===== src/pkg/adc_cal_seq_pkg.sv =====
// constants shared by the calibration sequencer and its bench
package adc_cal_seq_pkg;

  // register word addresses on the plain register port
  localparam logic [7:0] ADDR_MODE       = 8'h00; // mode, channel and gain
  localparam logic [7:0] ADDR_STATUS     = 8'h04; // live status, read only
  localparam logic [7:0] ADDR_DATA       = 8'h08; // latest conversion word
  localparam logic [7:0] ADDR_ZS_COEF    = 8'h0C; // zero-scale coefficient
  localparam logic [7:0] ADDR_FS_COEF    = 8'h10; // full-scale coefficient
  localparam logic [7:0] ADDR_IRQ_STATUS = 8'h14; // sticky events, read only
  localparam logic [7:0] ADDR_IRQ_CLEAR  = 8'h18; // write one to clear, write only
  localparam logic [7:0] ADDR_IRQ_ENABLE = 8'h1C; // event enables

  // mode register field positions
  localparam int MODE_LSB = 0; // op_mode_bit0 .. op_mode_bit2
  localparam int CHAN_LSB = 3; // chan_sel_bit0 .. chan_sel_bit2
  localparam int GAIN_LSB = 6; // gain code
  localparam int FIELD_W  = 3; // width of each mode register field

  // status register bit positions
  localparam int STAT_READY_N = 0; // mirror of conv_word_ready_n
  localparam int STAT_CAL     = 1; // single-step calibration pending
  localparam int STAT_BG      = 2; // background calibration running

  // operating-mode encodings handled here
  localparam logic [2:0] MODE_NORMAL   = 3'h0; // normal conversion
  localparam logic [2:0] MODE_SYS_OFFS = 3'h4; // system offset calibration
  localparam logic [2:0] MODE_BG_CAL   = 3'h5; // background calibration
  localparam logic [2:0] MODE_SELF_ZS  = 3'h6; // zero-scale self-calibration

  // measurement source codes presented to the front end
  localparam logic [1:0] SRC_AIN   = 2'h0; // selected analog input
  localparam logic [1:0] SRC_SHORT = 2'h1; // internally shorted inputs
  localparam logic [1:0] SRC_REF   = 2'h2; // internal reference over gain

  // interrupt event bit positions
  localparam int EV_WORD   = 0; // new conversion word stored
  localparam int EV_CAL    = 1; // single-step calibration finished
  localparam int EV_BG_UPD = 2; // background offset coefficient updated
  localparam int EV_W      = 3; // number of events

  // background mode: one conversion plus this many offset slots per word,
  // so the word rate drops by a factor of six
  localparam logic [2:0] BG_CAL_SLOTS = 3'h5;

  // reset values
  localparam logic [2:0] RST_GAIN = 3'h0; // gain code after reset
  localparam logic [2:0] RST_CHAN = 3'h0; // channel after reset

endpackage


===== src/rtl/adc_cal_sequencer.sv =====
`timescale 1ns/1ps
// Overview of operation
// mode 100 runs system offset calibration
// single-step calibrations finish, then mode returns 000
// ready high at start, low on fresh word
// system offset zero-scale from analog input voltage
// system offset full-scale from reference over gain
// mode 101 starts background offset calibration on shorts
// interleave offset slots, word rate falls sixfold
// background updates offset only, never full-scale
// host should self-calibrate before background mode
// mode 110 runs zero-scale self-calibration on shorts
// ready high at start, low on new word
// host waits for ready low before next change

// register map, 32-bit words
// 0x00 mode, channel and gain
// 0x04 live status, read only
// 0x08 data word, read only
// 0x0C zero-scale value
// 0x10 full-scale value
// 0x14 sticky events
// 0x18 event clear, write only
// 0x1C event enables
// status bits
// bit 0 mirrors ready
// bit 1 calibration pending
// bit 2 background running
// event bits
// bit 0 new word stored
// bit 1 calibration finished
// bit 2 offset refreshed
// bus timing
// reads answer one cycle later,
// zero in every other cycle
// writes act at the strobe edge
// front end link
// start asks for one result
// done answers each start once
// abort drops a running one
// one measurement at a time
// mode sequences
// 100: input step, then reference
// 110: shorted step only
// 101: one word, five offset slots
// others: plain conversions
// user hazards
// mode write loses running result
// cal done flags first word after
// full-scale untouched in background
// ready stays high during calibration
// data word wraps at its width
module adc_cal_sequencer #(
  parameter int DATA_W = 24                  // conversion and coefficient width
) (
  input  wire logic              clk_sys,    // system clock, 100 MHz
  input  wire logic              rst,        // synchronous reset, active high
  input  wire logic [7:0]        addr,       // register word address
  input  wire logic [31:0]       wr_data,    // register write data
  input  wire logic              wr_en,      // one-cycle write strobe
  input  wire logic              rd_en,      // one-cycle read strobe
  output logic      [31:0]       rd_data,    // read data, cycle after rd_en
  input  wire logic              meas_done,  // front end finished a measurement
  input  wire logic [DATA_W-1:0] meas_data,  // result beside meas_done
  output logic                   meas_start, // one-cycle measurement request
  output logic                   meas_abort, // one-cycle cancel of running one
  output logic      [1:0]        meas_src,   // what the front end measures
  output logic      [2:0]        meas_chan,  // channel of the measurement
  output logic      [2:0]        meas_gain,  // gain of the measurement
  output logic                   conv_word_ready_n, // low while a new word waits
  output logic                   irq         // level interrupt
);

  // the front end owns all timing,
  // so two states are enough here
  // sequencer states
  typedef enum logic [0:0] {
    ST_LAUNCH,                               // issue the next measurement
    ST_WAIT                                  // wait for the front end result
  } st_t;

  // phase picks source and target
  // of the measurement in flight
  // what the running measurement is for
  typedef enum logic [2:0] {
    PH_CONV,                                 // ordinary conversion
    PH_SYS_ZS,                               // system offset, zero-scale step
    PH_SYS_FS,                               // system offset, full-scale step
    PH_SELF_ZS,                              // zero-scale self-calibration
    PH_BG_ZS                                 // background offset slot
  } phase_t;

  // everything registered lives here,
  // so reset and update stay together
  // all state of the block
  typedef struct packed {
    st_t                          state;     // sequencer state
    phase_t                       phase;     // purpose of current measurement
    logic                         op_mode_bit2; // operating mode, upper bit
    logic                         op_mode_bit1; // operating mode, middle bit
    logic                         op_mode_bit0; // operating mode, lower bit
    logic                         chan_sel_bit2; // channel select, upper bit
    logic                         chan_sel_bit1; // channel select, middle bit
    logic                         chan_sel_bit0; // channel select, lower bit
    logic [2:0]                   gain;      // gain code
    logic                         cal_pending; // waiting for first word after cal
    logic [2:0]                   bg_cnt;    // offset slots done this word
    logic [DATA_W-1:0]            data_word; // data register
    logic [DATA_W-1:0]            zs_coef;   // zero-scale coefficient
    logic [DATA_W-1:0]            fs_coef;   // full-scale coefficient
    logic                         ready_n;   // data-ready, active low
    logic [adc_cal_seq_pkg::EV_W-1:0] irq_stat; // sticky events
    logic [adc_cal_seq_pkg::EV_W-1:0] irq_en;   // event enables
    logic                         irq;       // registered interrupt
    logic [31:0]                  rd_data;   // registered read data
    logic                         meas_start; // request pulse
    logic                         meas_abort; // cancel pulse
    logic [1:0]                   meas_src;  // source of measurement
  } state_t;

  state_t cur;                               // registered state
  state_t nxt;                               // next state

  logic [adc_cal_seq_pkg::EV_W-1:0] events;  // events raised this cycle
  logic [2:0]                   op_mode;     // mode field as a vector
  logic [2:0]                   new_mode;    // mode field being written
  logic                         hit_data_rd; // read of the data register

  // helpers decoded from the state
  // and from the bus write data, read strobe and address
  // mode field gathered from its three bits
  assign op_mode  = {cur.op_mode_bit2, cur.op_mode_bit1, cur.op_mode_bit0};
  assign new_mode = wr_data[adc_cal_seq_pkg::MODE_LSB +: adc_cal_seq_pkg::FIELD_W];
  assign hit_data_rd = rd_en && (addr == adc_cal_seq_pkg::ADDR_DATA);

  // order inside the pass matters:
  // a mode write comes last and wins
  // over the sequencer's own choice;
  // pulses and read data default to
  // zero and rise for one cycle only
  // next-state logic: sequencer, then register reads, then register writes
  always_comb begin
    nxt            = cur;
    events         = '0;
    nxt.meas_start = 1'b0;
    nxt.meas_abort = 1'b0;
    nxt.rd_data    = '0;

    // launch issues a start, then waits;
    // a result is ignored unless waiting
    // measurement sequencer
    unique case (cur.state)
      ST_LAUNCH: begin
        // pick the source the current phase needs
        unique case (cur.phase)
          PH_CONV:    nxt.meas_src = adc_cal_seq_pkg::SRC_AIN;
          PH_SYS_ZS:  nxt.meas_src = adc_cal_seq_pkg::SRC_AIN;
          PH_SYS_FS:  nxt.meas_src = adc_cal_seq_pkg::SRC_REF;
          PH_SELF_ZS: nxt.meas_src = adc_cal_seq_pkg::SRC_SHORT;
          PH_BG_ZS:   nxt.meas_src = adc_cal_seq_pkg::SRC_SHORT;
        endcase
        // one-cycle request, then wait
        nxt.meas_start = 1'b1;
        nxt.state      = ST_WAIT;
      end
      ST_WAIT: begin
        // answer taken on any waiting edge
        if (meas_done) begin
          nxt.state = ST_LAUNCH;
          unique case (cur.phase)
            PH_CONV: begin
              // offset-corrected word goes to the data register
              // the subtraction wraps silently
              nxt.data_word = meas_data - cur.zs_coef;
              nxt.ready_n   = 1'b0;
              events[adc_cal_seq_pkg::EV_WORD] = 1'b1;
              if (cur.cal_pending) begin
                // first fresh word after a single-step calibration
                nxt.cal_pending = 1'b0;
                events[adc_cal_seq_pkg::EV_CAL] = 1'b1;
              end
              if (op_mode == adc_cal_seq_pkg::MODE_BG_CAL) begin
                // follow each word with the offset slots
                nxt.phase  = PH_BG_ZS;
                nxt.bg_cnt = '0;
              end
            end
            PH_SYS_ZS: begin
              // zero-scale from the voltage on the analog input
              // input should stay still meanwhile
              nxt.zs_coef = meas_data;
              nxt.phase   = PH_SYS_FS;
            end
            PH_SYS_FS: begin
              // full-scale from reference over gain, then back to normal
              // the mode field clears itself here
              nxt.fs_coef      = meas_data;
              nxt.op_mode_bit2 = 1'b0;
              nxt.op_mode_bit1 = 1'b0;
              nxt.op_mode_bit0 = 1'b0;
              nxt.phase        = PH_CONV;
            end
            PH_SELF_ZS: begin
              // zero-scale on shorted inputs, then back to normal
              // full-scale is kept as it was
              nxt.zs_coef      = meas_data;
              nxt.op_mode_bit2 = 1'b0;
              nxt.op_mode_bit1 = 1'b0;
              nxt.op_mode_bit0 = 1'b0;
              nxt.phase        = PH_CONV;
            end
            PH_BG_ZS: begin
              // offset coefficient refreshed, full-scale left alone
              // after the fifth slot a word follows
              nxt.zs_coef = meas_data;
              events[adc_cal_seq_pkg::EV_BG_UPD] = 1'b1;
              nxt.bg_cnt  = cur.bg_cnt + 3'h1;
              if (cur.bg_cnt + 3'h1 == adc_cal_seq_pkg::BG_CAL_SLOTS) begin
                nxt.phase = PH_CONV;
              end
            end
          endcase
        end
      end
    endcase

    // unmapped addresses answer zero,
    // the clear register reads as zero
    // register reads: data answered in the next cycle only
    if (rd_en) begin
      unique case (addr)
        adc_cal_seq_pkg::ADDR_MODE: begin
          // fields packed back as written
          nxt.rd_data = 32'({cur.gain,
                             cur.chan_sel_bit2, cur.chan_sel_bit1, cur.chan_sel_bit0,
                             op_mode});
        end
        adc_cal_seq_pkg::ADDR_STATUS: begin
          // live bits, not sticky
          nxt.rd_data[adc_cal_seq_pkg::STAT_READY_N] = cur.ready_n;
          nxt.rd_data[adc_cal_seq_pkg::STAT_CAL]     = cur.cal_pending;
          nxt.rd_data[adc_cal_seq_pkg::STAT_BG]      = (op_mode == adc_cal_seq_pkg::MODE_BG_CAL);
        end
        adc_cal_seq_pkg::ADDR_DATA:       nxt.rd_data = 32'(cur.data_word);
        adc_cal_seq_pkg::ADDR_ZS_COEF:    nxt.rd_data = 32'(cur.zs_coef);
        adc_cal_seq_pkg::ADDR_FS_COEF:    nxt.rd_data = 32'(cur.fs_coef);
        adc_cal_seq_pkg::ADDR_IRQ_STATUS: nxt.rd_data = 32'(cur.irq_stat);
        adc_cal_seq_pkg::ADDR_IRQ_ENABLE: nxt.rd_data = 32'(cur.irq_en);
        default:                          nxt.rd_data = '0; // unmapped or write only
      endcase
    end

    // a word landing now keeps ready low,
    // so no word is lost to the read
    // reading the word consumes it unless a new one lands now
    if (hit_data_rd && !events[adc_cal_seq_pkg::EV_WORD]) begin
      nxt.ready_n = 1'b1;
    end

    // a mode write restarts the sequence
    // and cancels a running measurement;
    // single-step calibration codes also raise ready
    // register writes
    if (wr_en) begin
      unique case (addr)
        adc_cal_seq_pkg::ADDR_MODE: begin
          // new mode restarts the sequence, any running measurement dropped
          nxt.op_mode_bit2  = new_mode[2];
          nxt.op_mode_bit1  = new_mode[1];
          nxt.op_mode_bit0  = new_mode[0];
          nxt.chan_sel_bit2 = wr_data[adc_cal_seq_pkg::CHAN_LSB + 2];
          nxt.chan_sel_bit1 = wr_data[adc_cal_seq_pkg::CHAN_LSB + 1];
          nxt.chan_sel_bit0 = wr_data[adc_cal_seq_pkg::CHAN_LSB];
          nxt.gain          = wr_data[adc_cal_seq_pkg::GAIN_LSB +: adc_cal_seq_pkg::FIELD_W];
          nxt.meas_start    = 1'b0;
          nxt.meas_abort    = (cur.state == ST_WAIT);
          nxt.state         = ST_LAUNCH;
          nxt.bg_cnt        = '0;
          nxt.cal_pending   = 1'b0;
          nxt.phase         = PH_CONV;
          if (new_mode == adc_cal_seq_pkg::MODE_SYS_OFFS) begin
            nxt.phase       = PH_SYS_ZS;
            nxt.cal_pending = 1'b1;
            nxt.ready_n     = 1'b1;
          end else if (new_mode == adc_cal_seq_pkg::MODE_SELF_ZS) begin
            nxt.phase       = PH_SELF_ZS;
            nxt.cal_pending = 1'b1;
            nxt.ready_n     = 1'b1;
          end else if (new_mode == adc_cal_seq_pkg::MODE_BG_CAL) begin
            nxt.phase       = PH_CONV;
          end
        end
        adc_cal_seq_pkg::ADDR_IRQ_ENABLE: begin
          // enables act from the next cycle
          nxt.irq_en = wr_data[adc_cal_seq_pkg::EV_W-1:0];
        end
        default: begin
          // clear register handled below, others ignore writes
        end
      endcase
    end

    // clear first, then or in events,
    // so the set side always wins
    // sticky events: a new event wins over a clear in the same cycle
    if (wr_en && (addr == adc_cal_seq_pkg::ADDR_IRQ_CLEAR)) begin
      nxt.irq_stat = cur.irq_stat & ~wr_data[adc_cal_seq_pkg::EV_W-1:0];
    end
    nxt.irq_stat = nxt.irq_stat | events;

    // level follows the next sticky bits
    // interrupt level from the enabled sticky bits
    nxt.irq = |(nxt.irq_stat & nxt.irq_en);
  end

  // all fields start from zero, then the
  // few that need other reset values;
  // ready idles high, meaning no word,
  // and the source idles on the input
  // state register with synchronous reset
  always_ff @(posedge clk_sys) begin
    if (rst) begin
      cur               <= '0;
      cur.state         <= ST_LAUNCH;
      cur.phase         <= PH_CONV;
      cur.gain          <= adc_cal_seq_pkg::RST_GAIN;
      cur.chan_sel_bit2 <= adc_cal_seq_pkg::RST_CHAN[2];
      cur.chan_sel_bit1 <= adc_cal_seq_pkg::RST_CHAN[1];
      cur.chan_sel_bit0 <= adc_cal_seq_pkg::RST_CHAN[0];
      cur.ready_n       <= 1'b1;
      cur.meas_src      <= adc_cal_seq_pkg::SRC_AIN;
    end else begin
      cur <= nxt;
    end
  end

  // no logic between flops and pins;
  // channel rebuilt from its three bits
  // outputs straight from the state register
  assign rd_data           = cur.rd_data;
  assign meas_start        = cur.meas_start;
  assign meas_abort        = cur.meas_abort;
  assign meas_src          = cur.meas_src;
  assign meas_chan         = {cur.chan_sel_bit2, cur.chan_sel_bit1, cur.chan_sel_bit0};
  assign meas_gain         = cur.gain;
  assign conv_word_ready_n = cur.ready_n;
  assign irq               = cur.irq;

endmodule


===== config.mk =====
export PLATFORM = sky130hd
export DESIGN_NAME = adc_cal_sequencer
export DESIGN_NICKNAME = d
export VERILOG_FILES = /design/src/pkg/adc_cal_seq_pkg.sv /design/src/rtl/adc_cal_sequencer.sv
export SDC_FILE = /design/constraint.sdc
export NUM_CORES = 1
export LEC_CHECK = 0
export ABC_AREA = 1
export ABC_CLOCK_PERIOD_IN_PS = 2700
export BUFFER_PORTS_ARGS = -buffer_cell sky130_fd_sc_hd__buf_2
export CAP_MARGIN = 5
export CORE_MARGIN = 2
export CORE_UTILIZATION = 27
export CTS_CLUSTER_DIAMETER = 50
export DETAILED_ROUTE_END_ITERATION = 12
export GPL_TIMING_DRIVEN = 0
export HOLD_SLACK_MARGIN = 0.15
export PLACE_DENSITY_LB_ADDON = 0.25
export SLEW_MARGIN = 15
export SYNTH_ARGS = -nofsm -noshare
export SYNTH_HDL_FRONTEND = slang
export SYNTH_SLANG_ARGS = --single-unit

===== constraint.sdc =====
create_clock -name clk_sys -period 2.7 [get_ports clk_sys]
set_clock_uncertainty 0.1 [all_clocks]
set_input_delay 0.81 -clock clk_sys [delete_from_list [all_inputs] [get_ports clk_sys]]
set_output_delay 0.81 -clock clk_sys [all_outputs]
set_load 0.01 [all_outputs]

==> results.toml <==
[cts]
cts-root-buf = "clkbuf_16"
cts_buffer_depth = 2
cts_sinks = 125
clk_pin_slew_ns = 0.06
ctsResizeCount = 0
cts_setup_buffers = 0
h-tree-depth = 4
ctsHoldBuffers = 0
cts_tree = "built"
clk_latency_ns = 0.43
numCtsBuffers = 17

[setup_path]
slowest_stage = "fa_1"
crit_start = "meas_data[0]"
crit_type = "in -> reg"
arrival_ns = 2.64
end_kind = "flip-flop"
r2r_slack_ns = 0.51
r2r-start = "cur[68]"
cpMostUsedCell = "nand3_1"
required_ns = 2.93
path_delay_family = "simple AND/OR/NAND/NOR gates"
critical_path.max_fanout = 3
path_buf_inv = 4
cpPeakStageDelay_ns = 0.42
crit_chain = "buf_2 -> inv_1 -> ha_1 -> fa_1 -> inv_1 -> nand3_1 -> nand3_1 -> nand3_1 -> nand2_1 -> nand2_1 -> nand3_1 -> nand3_1 -> nand2_1 -> inv_1"
cp-start-kind = "input port"

[grt]
grt_pass1_wl_mm = 33.7
grt_overflow = 0
track_usage = 0.163
antenna_found_initial = 0
grt_max_degree = 17
grt_pass1_vias = 6298

[sta]
hold_viol = 0
setup_viol = 0
min_period_ns = 2.41
slew_violations = 0
fin_crit_sh = 0.891
max_freq_ghz = 0.416
worstMarginPinSlew_ns = 0.797
rsz0062_at_grt = "no"
relSlewSlack = 0.469
setup_tns_ns = 0

[synth]
synth_top_family_by_area = "simple AND/OR/NAND/NOR gates"
syn_inst = 1031
synthMuxAreaShare = 0
synth_compound_area_frac = 0.193
synthSimpleGateAreaFrac = 0.223
synth-xor-area-share = 0.0113
synth_adder_area_share = 0.0477
syn_area_per_cell_sq_um = 6.77
synth_cell_type_count = 44
synth_seq_cells = 125
yosysSeqAreaShare = 0.358
yosysWarnings = 0
netlist_area_sq_um = 6980

[placed_design]
gp_congestion = 0.895
placedCellCount = 1449
port_buffers = 81
hpwlAfterDp_mm = 16.7

[floorplan]
coreArea_sq_um = 25300
row_count = 58
die_w_um = 165
num_io_pins = 113
dieArea_sq_um = 27200
die_h_um = 165
start_util = 0.277

[layout]
antenna_cells = 0
drive_gt1_frac = 0.174
fin_nets = 1233
stdcell_count = 1481
area.growth.synth_to_final_pct = 20.5
fill_cells = 2806
multi_input_area_sq_um = 3340
layout.area.seq_sq_um = 2500

[routing]
drtAntennaViolNets = 0
dr_total_vias = 6627
drt_iter0_markers = 351
vias_per_cell = 4.47
routedWlPerCell_um = 14.5
route.detailed.drc = 0
drt-pass1-iter-count = 5
wirelength_mm = 21.5

[min_path]
hp-class = "reg -> reg"
hp-start = "cur[132]"

[flow_run]
cap_viol_max_count = 0

[power_and_ir_drop]
vdd_ir_drop_max_mv = 0.238
powerDensity_nw_per_um2 = 556
total_power_mw = 4.68
leakage_nw = 3.97

[status]
status = "finished, final reports clean"
[cells in the final DEF, fill, tap and decap left out, types with 3 or more instances in the layout]
cell type and count:
xor2_1 7, inv_6 5, clkbuf_1 13, clkbuf_16 17, o21ai_0 78, conb_1 8, o211ai_1 3, nand2_1 204
nand2_2 6, o21ai_1 8, nor2_2 4, dfxtp_1 125, nand3_1 54, o21bai_1 4, a21o_1 3, ha_1 25
clkinv_4 3, nor3_1 5, nand4_1 6, inv_2 6, buf_4 43, o22ai_1 22, nor2_1 81, inv_1 177
a21oi_1 100, o21a_1 17, buf_2 96, clkinvlp_4 3
[kinds of logic (layout without fill, tap and decap cells)]
kind of cell	count (synthesis)	after routing
AO/OA/AOI/OAI	243	243
XOR/XNOR	9	9
adder cells (fa/ha/maj)	26	26
buffers and inverters	257	370
flip-flops	125	125
other	1	8
AND/OR/NAND/NOR	370	370
[final timing paths]
kind              cells after the start          to
setup / recovery                     14    cur[108]
hold / removal                        1  meas_start
setup reg to reg                     12    cur[108]
hold reg to reg                       1  meas_start
[sequential cells by signal, indices dropped and copies added, names as in the netlist]
| register | flops |
|---|---|
| meas_chan | 3 |
| meas_start | 1 |
| rd_data | 24 |
| irq | 1 |
| cur | 89 |
| meas_abort | 1 |
| conv_word_ready_n | 1 |
| meas_gain | 3 |
| meas_src | 2 |
[cell usage after synthesis (all sizes together)]
| cell | n | area (sq um) |
|---|---|---|
| o21a | 17 | 128 |
| a211oi | 2 | 20.0 |
| o211ai | 3 | 22.5 |
| and2 | 2 | 12.5 |
| nor3 | 6 | 35.0 |
| nand2 | 211 | 815 |
| nand3b | 1 | 7.51 |
| xnor2 | 2 | 17.5 |
| a21oi | 101 | 509 |
| nand4 | 7 | 50.1 |
| xor2 | 7 | 61.3 |
| ha | 25 | 313 |
| clkbuf | 13 | 48.8 |
| a22oi | 1 | 7.51 |
| o31ai | 2 | 20.0 |
| dfxtp | 125 | 2500 |
| o311ai | 1 | 8.76 |
| a21o | 3 | 22.5 |
| or2 | 1 | 6.26 |
| o22ai | 22 | 138 |
| buf | 60 | 420 |
| nand3 | 55 | 280 |
| o21ai | 86 | 430 |
| a41oi | 1 | 8.76 |
| o21bai | 4 | 30.0 |
| inv | 184 | 693 |
| conb | 1 | 3.75 |
| nor2 | 87 | 352 |
| fa | 1 | 20.0 |
[metal layers]
layer | vias to the layer above | GRT usage | share of wire | wire (um)
met3 | 26 | 0.0291 | 0.042 | 911
li1 | 3457 | - | - | -
met2 | 132 | 0.275 | 0.46 | 9940
met1 | 3012 | 0.211 | 0.48 | 10200
met5 | - | 0 | 0 | 0
met4 | 0 | 0.0522 | 0.017 | 367
[cell type report]
type | instances | share of cell area
Clock buffer | 17 | 0.0506
Timing Repair Buffer | 81 | 0.0482
Inverter | 184 | 0.0824
Tap cell | 330 | 0.0491
Buffer | 73 | 0.0558
Clock inverter | 15 | 0.0193
Multi-Input combinational cell | 656 | 0.397
Sequential cell | 125 | 0.297
[worst reg2reg max path, stage by stage, from the launching register on]
cell and delay [ns]:
dfxtp_1 0.31, ha_1 0.21, fa_1 0.42, inv_1 0.14, nand3_1 0.09, nand3_1 0.18
nand3_1 0.09, nand2_1 0.16, nand2_1 0.10, nand3_1 0.08, nand3_1 0.10, nand2_1 0.08
inv_1 0.03
[through the flow]
stage	utilization	hold slack, ns	setup WS (ns)	cell area, sq um
floorplan	-	0.313	0.337	7010
global placement	0.310	0.325	-0.163	7830
detailed placement	0.310	0.325	-0.172	7830
CTS	0.333	0.337	0.272	8420
global route	0.333	0.357	0.112	8420
finish	0.333	0.337	0.294	8420
[power breakdown]
group,total [mW],internal [mW],switching (mW),leakage [nW]
clock network,2.33,1.37,0.962,0.281
logic,0.448,0.161,0.287,2.68
registers,1.90,1.88,0.0183,1.01
(Power assumes the default switching activity.)
